File: src/design/mpio_pkg.sv
// Shared constants for the multi-port parallel I/O block.
package mpio_pkg;
  localparam int IDX_W = 8;
  localparam logic [7:0] IDX_P1_LATCH = 8'h01;
  localparam logic [7:0] IDX_P2_LATCH = 8'h02;
  localparam logic [7:0] IDX_P3_LATCH = 8'h03;
  localparam logic [7:0] IDX_P3_TYPE = 8'h04;
  localparam logic [7:0] IDX_P5_LATCH = 8'h05;
  localparam logic [7:0] IDX_P6_LATCH = 8'h06;
  localparam logic [7:0] IDX_P7_LATCH = 8'h07;
  localparam logic [7:0] IDX_P1_PIN = 8'h08;
  localparam logic [7:0] IDX_P2_PIN = 8'h09;
  localparam logic [7:0] IDX_P3_PIN = 8'h0A;
  localparam logic [7:0] IDX_P5_PIN = 8'h0B;
  localparam logic [7:0] IDX_P6_DIR = 8'h0C;
  localparam logic [7:0] IDX_P7_PIN = 8'h0D;
  localparam logic [7:0] IDX_AIN = 8'h0E;
  localparam logic [7:0] IDX_P1_SEG = 8'h29;
  localparam logic [7:0] IDX_P5_SEG = 8'h2A;
  localparam logic [7:0] IDX_P7_SEG = 8'h2B;
  localparam logic [7:0] IDX_CTRL = 8'h40;
  localparam logic [7:0] IDX_EVENT = 8'h41;
  localparam int AIN_DIS_BIT = 0;
  localparam int CTRL_GATE_BIT = 0;
  localparam int CTRL_DUAL_BIT = 1;
  localparam int CTRL_STOP_BIT = 2;
  localparam int EV_P20_BIT = 0;
  localparam int SYN_P1 = 0;
  localparam int SYN_P2 = 8;
  localparam int SYN_P3 = 11;
  localparam int SYN_P5 = 15;
  localparam int SYN_P6 = 23;
  localparam int SYN_P7 = 31;
  localparam int PIN_W = 39;
  localparam logic [1:0] RESP_OKAY = 2'h0;
  localparam logic [1:0] RESP_SLVERR = 2'h2;
  localparam logic [7:0] RST_P8 = 8'hFF;
  localparam logic [2:0] RST_P2 = 3'h7;
  localparam logic [3:0] RST_P3 = 4'hF;
  localparam logic [3:0] RST_P3_TYPE = 4'h0;
  localparam logic [7:0] RST_P6 = 8'h00;
  localparam logic [7:0] RST_SEG = 8'h00;
  localparam logic RST_AIN_DIS = 1'b1;
  localparam logic RST_GATE = 1'b1;
endpackage : mpio_pkg

File: src/design/mpio_sync_if.sv
// Carrier between the port logic and the pin synchroniser.
`timescale 1ns/1ps
interface mpio_sync_if #(parameter int W = 39);
  logic [W-1:0] raw;
  logic [W-1:0] synced;
  modport drv (output raw, input synced);
  modport syn (input raw, output synced);
endinterface : mpio_sync_if

File: src/design/mpio_ports.sv
// Six parallel I/O ports behind an AXI4-Lite register slave.
// Behaviour
// - Output data sits in latches; pin reads return the pin level after the two-stage synchroniser.
// - Pin levels are sampled in the first cycle of a register read.
// - A write updates the latch and pin in the second cycle.
// - Port 1 bits with segment select set drive segment data.
// - Reset sets latches of ports 1, 2, 5 and 7 to all ones.
// - Ports 1, 2, 3, 5 and 7 have separate latch read and pin read addresses; port 6 has a latch read and a direction read.
// - Pin reads of segment bits may return any value.
// - Port 2 has three bits; upper read bits are undefined.
// - Dual-clock mode reserves port 2 bits one and two for the crystal.
// - A falling edge on driven port 2 bit zero sets the event latch.
// - Stop mode floats port 2 bit zero regardless of the drive gate.
// - Port 3 bits are open-drain when drive type is zero, else push-pull.
// - Reset sets port 3 latch to ones and drive type to zero.
// - Port 3 has four bits; upper read bits are undefined.
// - Port 6 mode: direction one output, else latch picks digital or analog.
// - Reset clears port 6 direction and latch, sets analog disable.
// - Port 6 bits in analog mode read as zero.
// - Ports 5 and 7 bits with segment select set drive segment data.
`timescale 1ns/1ps
module mpio_ports #(
  parameter int ADDR_W = 12
) (
  input wire logic aclk,
  input wire logic aresetn,
  input wire logic ce,
  input wire logic [ADDR_W-1:0] awaddr,
  input wire logic [2:0] awprot,
  input wire logic awvalid,
  output logic awready,
  input wire logic [31:0] wdata,
  input wire logic [3:0] wstrb,
  input wire logic wvalid,
  output logic wready,
  output logic [1:0] bresp,
  output logic bvalid,
  input wire logic bready,
  input wire logic [ADDR_W-1:0] araddr,
  input wire logic [2:0] arprot,
  input wire logic arvalid,
  output logic arready,
  output logic [31:0] rdata,
  output logic [1:0] rresp,
  output logic rvalid,
  input wire logic rready,
  input wire logic [7:0] port1_pin_in,
  output logic [7:0] port1_pin_out,
  output logic [7:0] port1_pin_oe,
  input wire logic [2:0] port2_pin_in,
  output logic [2:0] port2_pin_out,
  output logic [2:0] port2_pin_oe,
  input wire logic [3:0] port3_pin_in,
  output logic [3:0] port3_pin_out,
  output logic [3:0] port3_pin_oe,
  input wire logic [7:0] port5_pin_in,
  output logic [7:0] port5_pin_out,
  output logic [7:0] port5_pin_oe,
  input wire logic [7:0] port6_pin_in,
  output logic [7:0] port6_pin_out,
  output logic [7:0] port6_pin_oe,
  input wire logic [7:0] port7_pin_in,
  output logic [7:0] port7_pin_out,
  output logic [7:0] port7_pin_oe,
  input wire logic [7:0] port1_seg_data,
  input wire logic [7:0] port5_seg_data,
  input wire logic [7:0] port7_seg_data,
  output logic [7:0] port6_analog_sel,
  output logic [7:0] port6_in_data,
  output logic port2_edge_flag
);
  typedef enum logic [1:0] {W_IDLE, W_APPLY, W_RESP} mpio_wst_t;
  typedef struct packed {
    mpio_wst_t wst;
    logic aw_got;
    logic w_got;
    logic [ADDR_W-3:0] widx;
    logic [7:0] wdata;
    logic wen;
    logic [1:0] bresp;
    logic rvalid;
    logic [7:0] rdata;
    logic [1:0] rresp;
    logic [7:0] port1_out_latch;
    logic [2:0] port2_out_latch;
    logic [3:0] port3_out_latch;
    logic [3:0] port3_drive_type;
    logic [7:0] port5_out_latch;
    logic [7:0] port6_out_latch;
    logic [7:0] port6_direction;
    logic [7:0] port7_out_latch;
    logic analog_input_disable;
    logic [7:0] port1_segment_sel;
    logic [7:0] port5_segment_sel;
    logic [7:0] port7_segment_sel;
    logic global_drive_gate;
    logic dual_clock;
    logic stop_mode;
  } mpio_state_t;

  mpio_state_t st;
  mpio_state_t next_st;
  mpio_sync_if #(.W(mpio_pkg::PIN_W)) sif ();
  logic [7:0] port1_pin;
  logic [2:0] port2_pin;
  logic [3:0] port3_pin;
  logic [7:0] port5_pin;
  logic [7:0] port6_pin;
  logic [7:0] port7_pin;
  logic [7:0] port6_read;
  logic p20_level;
  logic ev_clear;
  logic [ADDR_W-3:0] aridx;

  if (ADDR_W < 11) begin : g_chk
    $error("Address width must be at least 11 bits.");
  end

  function automatic logic is_mapped(input logic [ADDR_W-3:0] idx);
    logic ok;
    ok = 1'b0;
    case (idx[mpio_pkg::IDX_W-1:0])
      mpio_pkg::IDX_P1_LATCH, mpio_pkg::IDX_P2_LATCH, mpio_pkg::IDX_P3_LATCH,
      mpio_pkg::IDX_P3_TYPE, mpio_pkg::IDX_P5_LATCH, mpio_pkg::IDX_P6_LATCH,
      mpio_pkg::IDX_P7_LATCH, mpio_pkg::IDX_P1_PIN, mpio_pkg::IDX_P2_PIN,
      mpio_pkg::IDX_P3_PIN, mpio_pkg::IDX_P5_PIN, mpio_pkg::IDX_P6_DIR,
      mpio_pkg::IDX_P7_PIN, mpio_pkg::IDX_AIN, mpio_pkg::IDX_P1_SEG,
      mpio_pkg::IDX_P5_SEG, mpio_pkg::IDX_P7_SEG, mpio_pkg::IDX_CTRL,
      mpio_pkg::IDX_EVENT: ok = 1'b1;
      default: ok = 1'b0;
    endcase
    return ok && (idx[ADDR_W-3:mpio_pkg::IDX_W] == '0);
  endfunction : is_mapped

  // Pins pass two flip-flops before any logic reads them.
  assign sif.raw = {port7_pin_in, port6_pin_in, port5_pin_in, port3_pin_in, port2_pin_in, port1_pin_in};
  mpio_sync #(.W(mpio_pkg::PIN_W)) u_sync (
    .aclk(aclk),
    .aresetn(aresetn),
    .ce(ce),
    .sif(sif)
  );
  assign port1_pin = sif.synced[mpio_pkg::SYN_P1 +: 8];
  assign port2_pin = sif.synced[mpio_pkg::SYN_P2 +: 3];
  assign port3_pin = sif.synced[mpio_pkg::SYN_P3 +: 4];
  assign port5_pin = sif.synced[mpio_pkg::SYN_P5 +: 8];
  assign port6_pin = sif.synced[mpio_pkg::SYN_P6 +: 8];
  assign port7_pin = sif.synced[mpio_pkg::SYN_P7 +: 8];

  // Segment bits drive segment data; other port 1, 5 and 7 bits, and port 2 bits not floated by dual-clock or stop mode, pull low on zero and release on one.
  always_comb begin
    port1_pin_out = (st.port1_segment_sel & port1_seg_data) | (~st.port1_segment_sel & st.port1_out_latch);
    port1_pin_oe = {8{st.global_drive_gate}} & (st.port1_segment_sel | ~st.port1_out_latch);
    port5_pin_out = (st.port5_segment_sel & port5_seg_data) | (~st.port5_segment_sel & st.port5_out_latch);
    port5_pin_oe = {8{st.global_drive_gate}} & (st.port5_segment_sel | ~st.port5_out_latch);
    port7_pin_out = (st.port7_segment_sel & port7_seg_data) | (~st.port7_segment_sel & st.port7_out_latch);
    port7_pin_oe = {8{st.global_drive_gate}} & (st.port7_segment_sel | ~st.port7_out_latch);
    port2_pin_out = st.port2_out_latch;
    port2_pin_oe = {3{st.global_drive_gate}} & ~st.port2_out_latch;
    if (st.dual_clock) begin
      port2_pin_oe[2:1] = 2'h0;
    end
    if (st.stop_mode) begin
      port2_pin_oe[0] = 1'b0;
    end
    port3_pin_out = st.port3_out_latch;
    port3_pin_oe = {4{st.global_drive_gate}} & (st.port3_drive_type | ~st.port3_out_latch);
    port6_pin_out = st.port6_out_latch;
    port6_pin_oe = {8{st.global_drive_gate}} & st.port6_direction;
  end

  // Port 6 read: output bits show the latch, digital inputs the pin, analog bits zero.
  assign port6_read = (st.port6_direction & st.port6_out_latch) |
                      (~st.port6_direction & st.port6_out_latch & port6_pin);
  assign port6_in_data = ~st.port6_direction & st.port6_out_latch & port6_pin;
  assign port6_analog_sel = ~st.port6_direction & ~st.port6_out_latch & {8{~st.analog_input_disable}};

  // The edge latch follows the driven level while bit zero drives, else the pin.
  assign p20_level = port2_pin_oe[0] ? port2_pin_out[0] : port2_pin[0];
  assign ev_clear = (st.wst == W_APPLY) && st.wen && st.widx == (ADDR_W-2)'(mpio_pkg::IDX_EVENT) &&
                    st.wdata[mpio_pkg::EV_P20_BIT];
  mpio_edge_latch u_edge (
    .aclk(aclk),
    .aresetn(aresetn),
    .ce(ce),
    .level(p20_level),
    .clear(ev_clear),
    .flag(port2_edge_flag)
  );

  assign aridx = araddr[ADDR_W-1:2];
  assign awready = ce && st.wst == W_IDLE && !st.aw_got;
  assign wready = ce && st.wst == W_IDLE && !st.w_got;
  assign arready = ce && !st.rvalid;
  assign bvalid = st.wst == W_RESP;
  assign bresp = st.bresp;
  assign rvalid = st.rvalid;
  assign rresp = st.rresp;
  assign rdata = {24'h000000, st.rdata};

  always_comb begin
    logic [7:0] rd;
    logic [7:0] wd;
    rd = 8'h00;
    wd = st.wdata;
    next_st = st;
    if (ce) begin
      case (st.wst)
        W_IDLE: begin
          if (awvalid && !st.aw_got) begin
            next_st.aw_got = 1'b1;
            next_st.widx = awaddr[ADDR_W-1:2];
          end
          if (wvalid && !st.w_got) begin
            next_st.w_got = 1'b1;
            next_st.wdata = wdata[7:0];
            next_st.wen = wstrb[0];
          end
          if (next_st.aw_got && next_st.w_got) begin
            next_st.wst = W_APPLY;
          end
        end
        W_APPLY: begin
          next_st.aw_got = 1'b0;
          next_st.w_got = 1'b0;
          next_st.wst = W_RESP;
          next_st.bresp = is_mapped(st.widx) ? mpio_pkg::RESP_OKAY : mpio_pkg::RESP_SLVERR;
          if (st.wen && is_mapped(st.widx)) begin
            case (st.widx[mpio_pkg::IDX_W-1:0])
              mpio_pkg::IDX_P1_LATCH: next_st.port1_out_latch = wd;
              mpio_pkg::IDX_P2_LATCH: next_st.port2_out_latch = wd[2:0];
              mpio_pkg::IDX_P3_LATCH: next_st.port3_out_latch = wd[3:0];
              mpio_pkg::IDX_P3_TYPE: next_st.port3_drive_type = wd[3:0];
              mpio_pkg::IDX_P5_LATCH: next_st.port5_out_latch = wd;
              mpio_pkg::IDX_P6_LATCH: next_st.port6_out_latch = wd;
              mpio_pkg::IDX_P7_LATCH: next_st.port7_out_latch = wd;
              mpio_pkg::IDX_P6_DIR: next_st.port6_direction = wd;
              mpio_pkg::IDX_AIN: next_st.analog_input_disable = wd[mpio_pkg::AIN_DIS_BIT];
              mpio_pkg::IDX_P1_SEG: next_st.port1_segment_sel = wd;
              mpio_pkg::IDX_P5_SEG: next_st.port5_segment_sel = wd;
              mpio_pkg::IDX_P7_SEG: next_st.port7_segment_sel = wd;
              mpio_pkg::IDX_CTRL: begin
                next_st.global_drive_gate = wd[mpio_pkg::CTRL_GATE_BIT];
                next_st.dual_clock = wd[mpio_pkg::CTRL_DUAL_BIT];
                next_st.stop_mode = wd[mpio_pkg::CTRL_STOP_BIT];
              end
              default: next_st.wst = W_RESP;
            endcase
          end
        end
        W_RESP: begin
          if (bready) begin
            next_st.wst = W_IDLE;
          end
        end
        default: next_st.wst = W_IDLE;
      endcase
      if (st.rvalid && rready) begin
        next_st.rvalid = 1'b0;
      end
      if (arvalid && !st.rvalid) begin
        case (aridx[mpio_pkg::IDX_W-1:0])
          mpio_pkg::IDX_P1_LATCH: rd = st.port1_out_latch;
          mpio_pkg::IDX_P2_LATCH: rd = {5'h00, st.port2_out_latch};
          mpio_pkg::IDX_P3_LATCH: rd = {4'h0, st.port3_out_latch};
          mpio_pkg::IDX_P3_TYPE: rd = {4'h0, st.port3_drive_type};
          mpio_pkg::IDX_P5_LATCH: rd = st.port5_out_latch;
          mpio_pkg::IDX_P6_LATCH: rd = port6_read;
          mpio_pkg::IDX_P7_LATCH: rd = st.port7_out_latch;
          mpio_pkg::IDX_P1_PIN: rd = port1_pin;
          mpio_pkg::IDX_P2_PIN: rd = {5'h00, port2_pin};
          mpio_pkg::IDX_P3_PIN: rd = {4'h0, port3_pin};
          mpio_pkg::IDX_P5_PIN: rd = port5_pin;
          mpio_pkg::IDX_P6_DIR: rd = st.port6_direction;
          mpio_pkg::IDX_P7_PIN: rd = port7_pin;
          mpio_pkg::IDX_AIN: rd = 8'(st.analog_input_disable) << mpio_pkg::AIN_DIS_BIT;
          mpio_pkg::IDX_P1_SEG: rd = st.port1_segment_sel;
          mpio_pkg::IDX_P5_SEG: rd = st.port5_segment_sel;
          mpio_pkg::IDX_P7_SEG: rd = st.port7_segment_sel;
          mpio_pkg::IDX_CTRL: begin
            rd[mpio_pkg::CTRL_GATE_BIT] = st.global_drive_gate;
            rd[mpio_pkg::CTRL_DUAL_BIT] = st.dual_clock;
            rd[mpio_pkg::CTRL_STOP_BIT] = st.stop_mode;
          end
          mpio_pkg::IDX_EVENT: rd[mpio_pkg::EV_P20_BIT] = port2_edge_flag;
          default: rd = 8'h00;
        endcase
        next_st.rvalid = 1'b1;
        next_st.rdata = is_mapped(aridx) ? rd : 8'h00;
        next_st.rresp = is_mapped(aridx) ? mpio_pkg::RESP_OKAY : mpio_pkg::RESP_SLVERR;
      end
    end
  end

  always_ff @(posedge aclk) begin
    if (!aresetn) begin
      st <= '0;
      st.wst <= W_IDLE;
      st.port1_out_latch <= mpio_pkg::RST_P8;
      st.port2_out_latch <= mpio_pkg::RST_P2;
      st.port3_out_latch <= mpio_pkg::RST_P3;
      st.port3_drive_type <= mpio_pkg::RST_P3_TYPE;
      st.port5_out_latch <= mpio_pkg::RST_P8;
      st.port7_out_latch <= mpio_pkg::RST_P8;
      st.port6_out_latch <= mpio_pkg::RST_P6;
      st.port6_direction <= mpio_pkg::RST_P6;
      st.analog_input_disable <= mpio_pkg::RST_AIN_DIS;
      st.port1_segment_sel <= mpio_pkg::RST_SEG;
      st.port5_segment_sel <= mpio_pkg::RST_SEG;
      st.port7_segment_sel <= mpio_pkg::RST_SEG;
      st.global_drive_gate <= mpio_pkg::RST_GATE;
    end else begin
      st <= next_st;
    end
  end
endmodule : mpio_ports

File: src/design/mpio_sync.sv
// Two-stage synchroniser for all port pin inputs.
`timescale 1ns/1ps
module mpio_sync #(parameter int W = 39) (
  input wire logic aclk,
  input wire logic aresetn,
  input wire logic ce,
  mpio_sync_if.syn sif
);
  typedef struct packed {
    logic [W-1:0] s1;
    logic [W-1:0] s2;
  } mpio_sync_st_t;
  mpio_sync_st_t st;
  mpio_sync_st_t next_st;

  if (W < 1) begin : g_chk
    $error("Synchroniser width must be positive.");
  end

  always_comb begin
    next_st = st;
    if (ce) begin
      next_st.s1 = sif.raw;
      next_st.s2 = st.s1;
    end
  end

  always_ff @(posedge aclk) begin
    if (!aresetn) begin
      st <= '0;
    end else begin
      st <= next_st;
    end
  end

  assign sif.synced = st.s2;
endmodule : mpio_sync

File: src/design/mpio_edge_latch.sv
// Sticky falling-edge latch with a clear where a new edge wins.
`timescale 1ns/1ps
module mpio_edge_latch (
  input wire logic aclk,
  input wire logic aresetn,
  input wire logic ce,
  input wire logic level,
  input wire logic clear,
  output logic flag
);
  typedef struct packed {
    logic prev;
    logic flag;
  } mpio_edge_st_t;
  mpio_edge_st_t st;
  mpio_edge_st_t next_st;

  always_comb begin
    next_st = st;
    if (ce) begin
      next_st.prev = level;
      if (st.prev && !level) begin
        next_st.flag = 1'b1;
      end else if (clear) begin
        next_st.flag = 1'b0;
      end
    end
  end

  always_ff @(posedge aclk) begin
    if (!aresetn) begin
      st <= '0;
    end else begin
      st <= next_st;
    end
  end

  assign flag = st.flag;
endmodule : mpio_edge_latch

File: config.mk
export PLATFORM = sky130hd
export DESIGN_NAME = mpio_ports
export DESIGN_NICKNAME = d
export VERILOG_FILES = /design/src/design/mpio_pkg.sv /design/src/design/mpio_sync_if.sv /design/src/design/mpio_ports.sv /design/src/design/mpio_sync.sv /design/src/design/mpio_edge_latch.sv
export SDC_FILE = /design/constraint.sdc
export NUM_CORES = 1
export LEC_CHECK = 0
export BUFFER_PORTS_ARGS = -buffer_cell sky130_fd_sc_hd__buf_2
export CORE_MARGIN = 5
export CORE_UTILIZATION = 30
export CTS_CLUSTER_DIAMETER = 120
export DETAILED_ROUTE_END_ITERATION = 10
export PLACE_DENSITY_LB_ADDON = 0.25
export SKIP_LAST_GASP = 1
export SLEW_MARGIN = 20
export SYNTH_ARGS = -nofsm -noshare
export SYNTH_HDL_FRONTEND = slang
export SYNTH_SLANG_ARGS = --single-unit
File: constraint.sdc
create_clock -name aclk -period 5 [get_ports aclk]
set_input_delay 0.5 -clock aclk [delete_from_list [all_inputs] [get_ports aclk]]
set_output_delay 0.5 -clock aclk [all_outputs]
set_load 0.005 [all_outputs]
# Word-level counts from Yosys, hierarchy flattened
# Cells that the tools add are included.
word_totals:
  register_bits: 195
  output_inout_bits: 136
  elab_cells: 186
op_classes:
  n_eq_ne: 43
  n_mux: 29
  bitwise_logic: 36
  reduce_logical: 49
ops:
  columns: ["operator", "n"]
  rows:
  - ["$and 8x8->8", 15]
  - ["$eq 8x4->1 const B", 14]
  - ["$pmux 5 s14", 1]
  - ["$eq 8x3->1 const B", 8]
  - ["$not 8->8", 8]
  - ["$or 8x8->8", 7]
  - ["$reduce_and 4->1", 13]
  - ["$eq 8x6->1 const B", 6]
  - ["$reduce_or 19->1", 2]
  - ["$pmux 2 s17", 1]
  - ["$eq 8x2->1 const B", 4]
  - ["$eq 8x7->1 const B", 4]
  - ["$pmux 1 s19", 1]
  - ["$mux 1", 17]
  - ["$eq 8x1->1 const B", 2]
  - ["$logic_and 1x1->1", 16]
  - ["$mux 11", 1]
  - ["$eq 10x7->1 const B", 1]
  - ["$mux 2", 5]
  - ["$reduce_and 2->1", 5]
  - ["$reduce_and 3->1", 3]
  - ["$mux 8", 1]
  - ["$logic_not 2->1", 3]
  - ["$pmux 2 s3", 1]
  - ["12 further kinds", 18]

# Depth between registers and ports, before layout
depth:
  ltp_word: 8
  mapped_depth: 8
  ltp_nobuf: 5

# Modules after synthesis
# A second synthesis with hierarchy kept.
hier_totals:
  cells_unflattened: 1169
  hier_area_um2: 10256.1
modules_own_cells:
  columns: ["module", "instances", "cells_per_inst", "area_per_inst_um2"]
  rows:
  - ["mpio_ports", 1, 872, 6926.6]
  - ["mpio_sync", 1, 290, 3250.6]
  - ["mpio_edge_latch", 1, 7, 78.8]

# Worst setup path before layout
# Ideal clock, no wire load.
synth_timing:
  path_kind: "input-to-output"
  start: "in ce"
  end: "out arready"
  arrival_ns: 1.502
  required_time_ns: 4.500
  path_slack_ns: 2.998
  stages: 4
  cell_sequence: "buf_2 clkbuf_1 buf_1 nor2b_1"
synth_via:
  elab_chain_len: 1
synth_rtl:
  columns: ["element", "line", "text"]
  rows:
  - ["start, declared", "mpio_ports.sv:27", "input wire logic ce,"]
  - ["$logic_and 1x1->1", "mpio_ports.sv:194", "assign arready = ce && !st.rvalid;"]
  - ["end, declared", "mpio_ports.sv:42", "output logic arready,"]
# No other way between the ends.

# Worst setup path after layout
layout_timing:
  start: "in araddr[5]"
  end: "reg st (netlist bit rdata[1])"
layout_via:
  elab_chain_len: 7
  elab_cells_between_ends: 26
  cone_classes: "19 x eq/ne; 5 x mux; 2 x reduce/logical"
layout_rtl:
  columns: ["element", "line", "text"]
  rows:
  - ["start, declared", "mpio_ports.sv:39", "input wire logic [ADDR_W-1:0] araddr,"]
  - ["$eq 8x1->1, or another cell as far along", "mpio_ports.sv:122, mpio_ports.sv:262", null]
  - ["$reduce_or 19->1", "mpio_ports.sv:122", "case (idx[mpio_pkg::IDX_W-1:0])"]
  - ["$mux 1", "mpio_ports.sv:122", null]
  - ["$mux 1", "mpio_ports.sv:261", "if (arvalid && !st.rvalid) begin"]
  - ["$mux 1", "mpio_ports.sv:207", "if (ce) begin"]
  - ["$logic_and 1x1->1", "mpio_ports.sv:132", "return ok && (idx[ADDR_W-3:mpio_pkg::IDX_W] == '0);"]
  - ["$mux 8 *", "mpio_ports.sv:289", "next_st.rdata = is_mapped(aridx) ? rd : 8'h00;"]
  - ["end signal, assigned", "mpio_ports.sv:313", "st <= next_st;"]
  - ["end, declared", "mpio_ports.sv:101", "mpio_state_t st;"]
# Every way passes the cells marked *; elsewhere a longest branch is shown, timed or not. The select of a mux whose other input is x is not followed.
# A chain may end at the register's enable or synchronous reset.

==> results.txt <==
VDD IR-drop max -> 212 uV
required time at the endpoint of the critical path -> 5.33 ns
start-to-end type of the worst setup path -> primary input to flip-flop
number of nets in the layout -> 1413
number of enable-type register cells in the synthesized netlist -> 0
number of maximum-capacitance constraint violations -> 0
pin count of the biggest net entering global routing -> 96
gate count after technology mapping -> 1141
Clk pin slew, worst setup/hold paths -> 0.08 ns
Synth Area in Compound Gates -> 0.129
Final Hold Viols -> 0
Post-Route WL -> 32300 um
critical path arrival -> 2.94 ns
slack of the critical path -> 2.39 ns
switching portion of total power -> 0.257
cell type with the largest total area after synthesis -> sky130_fd_sc_hd__dfxtp_1
portion of total power attributed to the clock network -> 0.435
root cell of the clock tree -> sky130_fd_sc_hd__clkbuf_16
maximum fanout encountered on the critical timing path -> 24
DRT antenna net count -> 0
CTS Buf Count -> 17
Worst Setup Slack post-DPL -> 2.00 ns
ranking of synthesized cells by area -> sky130_fd_sc_hd__dfxtp_1, sky130_fd_sc_hd__mux2i_1, sky130_fd_sc_hd__nand2_1, sky130_fd_sc_hd__nor2_1, sky130_fd_sc_hd__buf_4
total core area -> 30800 um2
final worst-path cycle share -> 0.522
top cell type's share of synthesized area -> 0.410
Flop pwr share -> 0.490
sort of element at the start of the critical path -> primary input
final setup violation count -> 0
number of gates given a new drive strength after cts -> 0
worst hold path class -> primary input to flip-flop
final critical path time including I/O delays and setup -> 2.61 ns
average cell area after synthesis -> 8.25 um2
later-pin clock latency in the skew report -> 0.44 ns
slew of the pin with the lowest slew margin -> 1.01 ns
Levels on crit path -> 6
Tot GR Track Use -> 0.177
launching element of the worst setup path -> araddr[5]
number of slew-limit violations in the final report -> 0
Post-Synth Adder-Cell Area -> 0
combinational group share of total power -> 0.076
f_max -> 0.383 GHz
Layout fillers -> 3237
clock skew -> 0.00949 ns
path depth of the worst reg2reg path -> 4
count of inserted antenna diode cells -> 0
multiplexer fraction of the synthesized cell area -> 0.137
DRC -> 0
Max transition margin -> 0.320
result of the run -> completed
master of the slowest instance on the critical path -> sky130_fd_sc_hd__nor2b_1
starting utilization of the core area -> 0.305
first-iteration detailed-routing DRC count -> 781
Die X -> 187 um
number of optimization iterations in the first detailed-route pass -> 7
first-pass GRT wire length -> 48900 um
FF-to-FF setup slack -> 2.42 ns
worst r2r dst -> rdata[1]$_SDFFE_PN0P_
reg2reg start -> rvalid$_SDFFE_PN0P_
Sum Neg Setup Slack -> 0 ns
number of I/O port buffers -> 209
Top FF cell, synth -> sky130_fd_sc_hd__dfxtp_1
post-layout power -> 3.31 mW
number of buffers inserted by post-CTS setup repair -> 0
maximum number of buffers from clock root to sink -> 2
via count -> 8526
internal power component -> 2.46 mW
Util after Layout -> 0.359
PD cells -> 299 nW/um2
hold-fix buffer count after cts -> 0
unrepaired setup endpoints after global routing -> false
fraction of final layout cells with drive strength greater than 1 -> 0.218
Crit path largest cell delay -> 0.71 ns
cell family with the largest share of critical-path delay -> simple AND/OR/NAND/NOR gates
I/O pins -> 273
post-synthesis cell type count -> 55
CTS tree -> built
number of antenna violations at the first check in global routing -> 0
critical path endpoint -> rdata[1]$_SDFFE_PN0P_
synthesized flop and latch total -> 193
startpoint of the most critical hold path -> port1_pin_in[4]
fraction of the yosys area taken by sequential cells -> 0.410
total congestion overflow -> 0
TritonCTS Sinks -> 193
die boundary height -> 187 um
CP Cell Sequence -> buf_2 -> nor2b_1 -> nand2_1 -> o221ai_1 -> o21ai_0 -> a221oi_1
synthesis warning total -> 0
number of buffer and inverter instances along the worst setup path -> 1
parity-gate share of the synthesized area counting xor and xnor cells -> 0
sw power -> 850 uW
fraction of the mapped netlist area in simple logic gates -> 0.243
total leakage power -> 4.56 nW
H-tree depth -> 4
growth of design area from synthesis to finish -> 17.5%
element type at the critical path end -> flip-flop
cell area after technology mapping -> 9420 um2
routed len/inst -> 19.2 um
RePlAce Congestion -> 0.889
std cell rows -> 64
share of flip-flops with an asynchronous set or reset -> 0
via/cell ratio -> 5.06
die area -> 35000 um2
via count of the first global-routing pass -> 8227
placed wire-length estimate after detailed placement -> 24000 um
dominant combinational cell family by area after synthesis -> simple AND/OR/NAND/NOR gates
-- stage by stage --
stage / hold slack [ns] / std cells / instance area (um2)
final: 0.291 / 1685 / 11100
after global routing: 0.285 / 1685 / 11100
after CTS: 0.283 / 1685 / 11100
after detailed placement: 0.443 / 1653 / 10500
after global placement: 0.441 / 1653 / 10500
after floorplan: 0.431 / 1166 / 9510
-- power by group through the flow --
| stage | sequential (mW) | combinational (mW) | clock, mW |
|---|---|---|---|
| after CTS | 1.62 | 0.252 | 1.47 |
| after detailed placement | 1.66 | 0.251 | 0 |
| after global placement | 1.66 | 0.249 | 0 |
| final | 1.62 | 0.251 | 1.44 |
| after floorplan | 1.63 | 0.189 | 0 |
| after global routing | 1.63 | 0.278 | 1.52 |
-- sequential cells by signal (all words and copies together), names as in the netlist, 3 cells and up --
| name | cells |
|---|---|
| port2_pin_out | 3 |
| port3_pin_out | 4 |
| port6_pin_out | 8 |
| rdata | 8 |
| st | 87 |
| u_sync.sif.synced | 39 |
| u_sync.st | 39 |
-- synthesized netlist by cell type, types with 6 or more instances --
library cell / n
sky130_fd_sc_hd__o211ai_1: 11
sky130_fd_sc_hd__a22oi_1: 18
sky130_fd_sc_hd__buf_4: 52
sky130_fd_sc_hd__o31ai_1: 6
sky130_fd_sc_hd__o21ai_0: 62
sky130_fd_sc_hd__inv_1: 13
sky130_fd_sc_hd__and2_1: 39
sky130_fd_sc_hd__nor2_1: 115
sky130_fd_sc_hd__buf_1: 8
sky130_fd_sc_hd__and3b_1: 8
sky130_fd_sc_hd__nand3_1: 58
sky130_fd_sc_hd__o22ai_1: 11
sky130_fd_sc_hd__mux2i_1: 112
sky130_fd_sc_hd__clkbuf_1: 53
sky130_fd_sc_hd__nor2b_1: 7
sky130_fd_sc_hd__a21oi_1: 59
sky130_fd_sc_hd__buf_2: 17
sky130_fd_sc_hd__nor3_1: 15
sky130_fd_sc_hd__nand2b_1: 31
sky130_fd_sc_hd__dfxtp_1: 193
sky130_fd_sc_hd__mux2_2: 15
sky130_fd_sc_hd__nand2_1: 168
sky130_fd_sc_hd__nand4_1: 9
-- layout by cell type, fill, tap and decap left out, types with 3 or more instances in the layout --
master                      instances
sky130_fd_sc_hd__clkbuf_16         17
sky130_fd_sc_hd__o32ai_1            3
sky130_fd_sc_hd__o21ai_0           62
sky130_fd_sc_hd__nand3_1           58
sky130_fd_sc_hd__dfxtp_1          193
sky130_fd_sc_hd__mux2_2            15
sky130_fd_sc_hd__and2_1            39
sky130_fd_sc_hd__a21oi_1           59
sky130_fd_sc_hd__a32o_1             3
sky130_fd_sc_hd__nor2_1           115
sky130_fd_sc_hd__nand4_1            9
sky130_fd_sc_hd__nor3_1            15
sky130_fd_sc_hd__o221ai_1           3
sky130_fd_sc_hd__a22oi_1           18
sky130_fd_sc_hd__inv_1             13
sky130_fd_sc_hd__a221oi_1           3
sky130_fd_sc_hd__a22o_1             3
sky130_fd_sc_hd__inv_6              4
sky130_fd_sc_hd__conb_1            26
sky130_fd_sc_hd__nand2b_1          31
sky130_fd_sc_hd__nor3_4             3
sky130_fd_sc_hd__o31ai_1            6
sky130_fd_sc_hd__o211ai_1          11
sky130_fd_sc_hd__o22ai_1           11
sky130_fd_sc_hd__and3b_1            8
sky130_fd_sc_hd__a31oi_1            4
sky130_fd_sc_hd__clkinv_4           3
sky130_fd_sc_hd__inv_8              3
sky130_fd_sc_hd__nor2b_1            7
sky130_fd_sc_hd__buf_4             13
sky130_fd_sc_hd__buf_2            208
sky130_fd_sc_hd__mux2i_1          112
sky130_fd_sc_hd__and3_1             3
sky130_fd_sc_hd__nand2_1          168
-- worst min path at each step --
stage	slack (ns)	depth (start not counted)	end
6_report	0.29	3	u_sync.st[43]$_SDFFE_PN0P_
5_1_grt	0.28	3	u_sync.st[72]$_SDFFE_PN0P_
4_1_cts	0.28	3	u_sync.st[43]$_SDFFE_PN0P_
3_5_place_dp	0.44	2	st[92]$_SDFFE_PN0P_
3_3_place_gp	0.44	2	st[92]$_SDFFE_PN0P_
2_1_floorplan	0.43	2	st[92]$_SDFFE_PN0P_
-- area by class of cell --
cell class              instances  area [um2]  share of cell area
inverters                      14        55.1             0.00498
repair buffers                221        1140               0.103
clock inverters                13         163              0.0147
clock buffers                  19         453              0.0409
multi-input cells             829        4900               0.443
flip-flops and latches        193        3860               0.349
well taps                     396         495              0.0448
-- kinds of logic (layout without fill, tap and decap cells) --
family / count (synthesis) / after routing
AOI/OAI and AO/OA: 200 / 200
buffers and inverters: 144 / 267
DFF: 193 / 193
muxes: 127 / 127
other: 1 / 26
and+or+nand+nor: 476 / 476
-- worst reg2reg max path, stage by stage, from the launching register on --
cell	delay (ns)
sky130_fd_sc_hd__dfxtp_1	0.33
sky130_fd_sc_hd__nand3b_1	0.51
sky130_fd_sc_hd__nor3_1	0.95
sky130_fd_sc_hd__o21ai_0	0.37
sky130_fd_sc_hd__a221oi_1	0.33
-- per-layer routing --
metal | up-vias | share of wire | global-route usage
met1 | 4020 | 0.45 | 0.241
met4 | 0 | 0.016 | 0.0429
met3 | 29 | 0.068 | 0.0360
li1 | 4152 | - | -
met2 | 325 | 0.47 | 0.289
met5 | - | 0 | 0
Note: power is estimated with default switching activity, not from simulation.
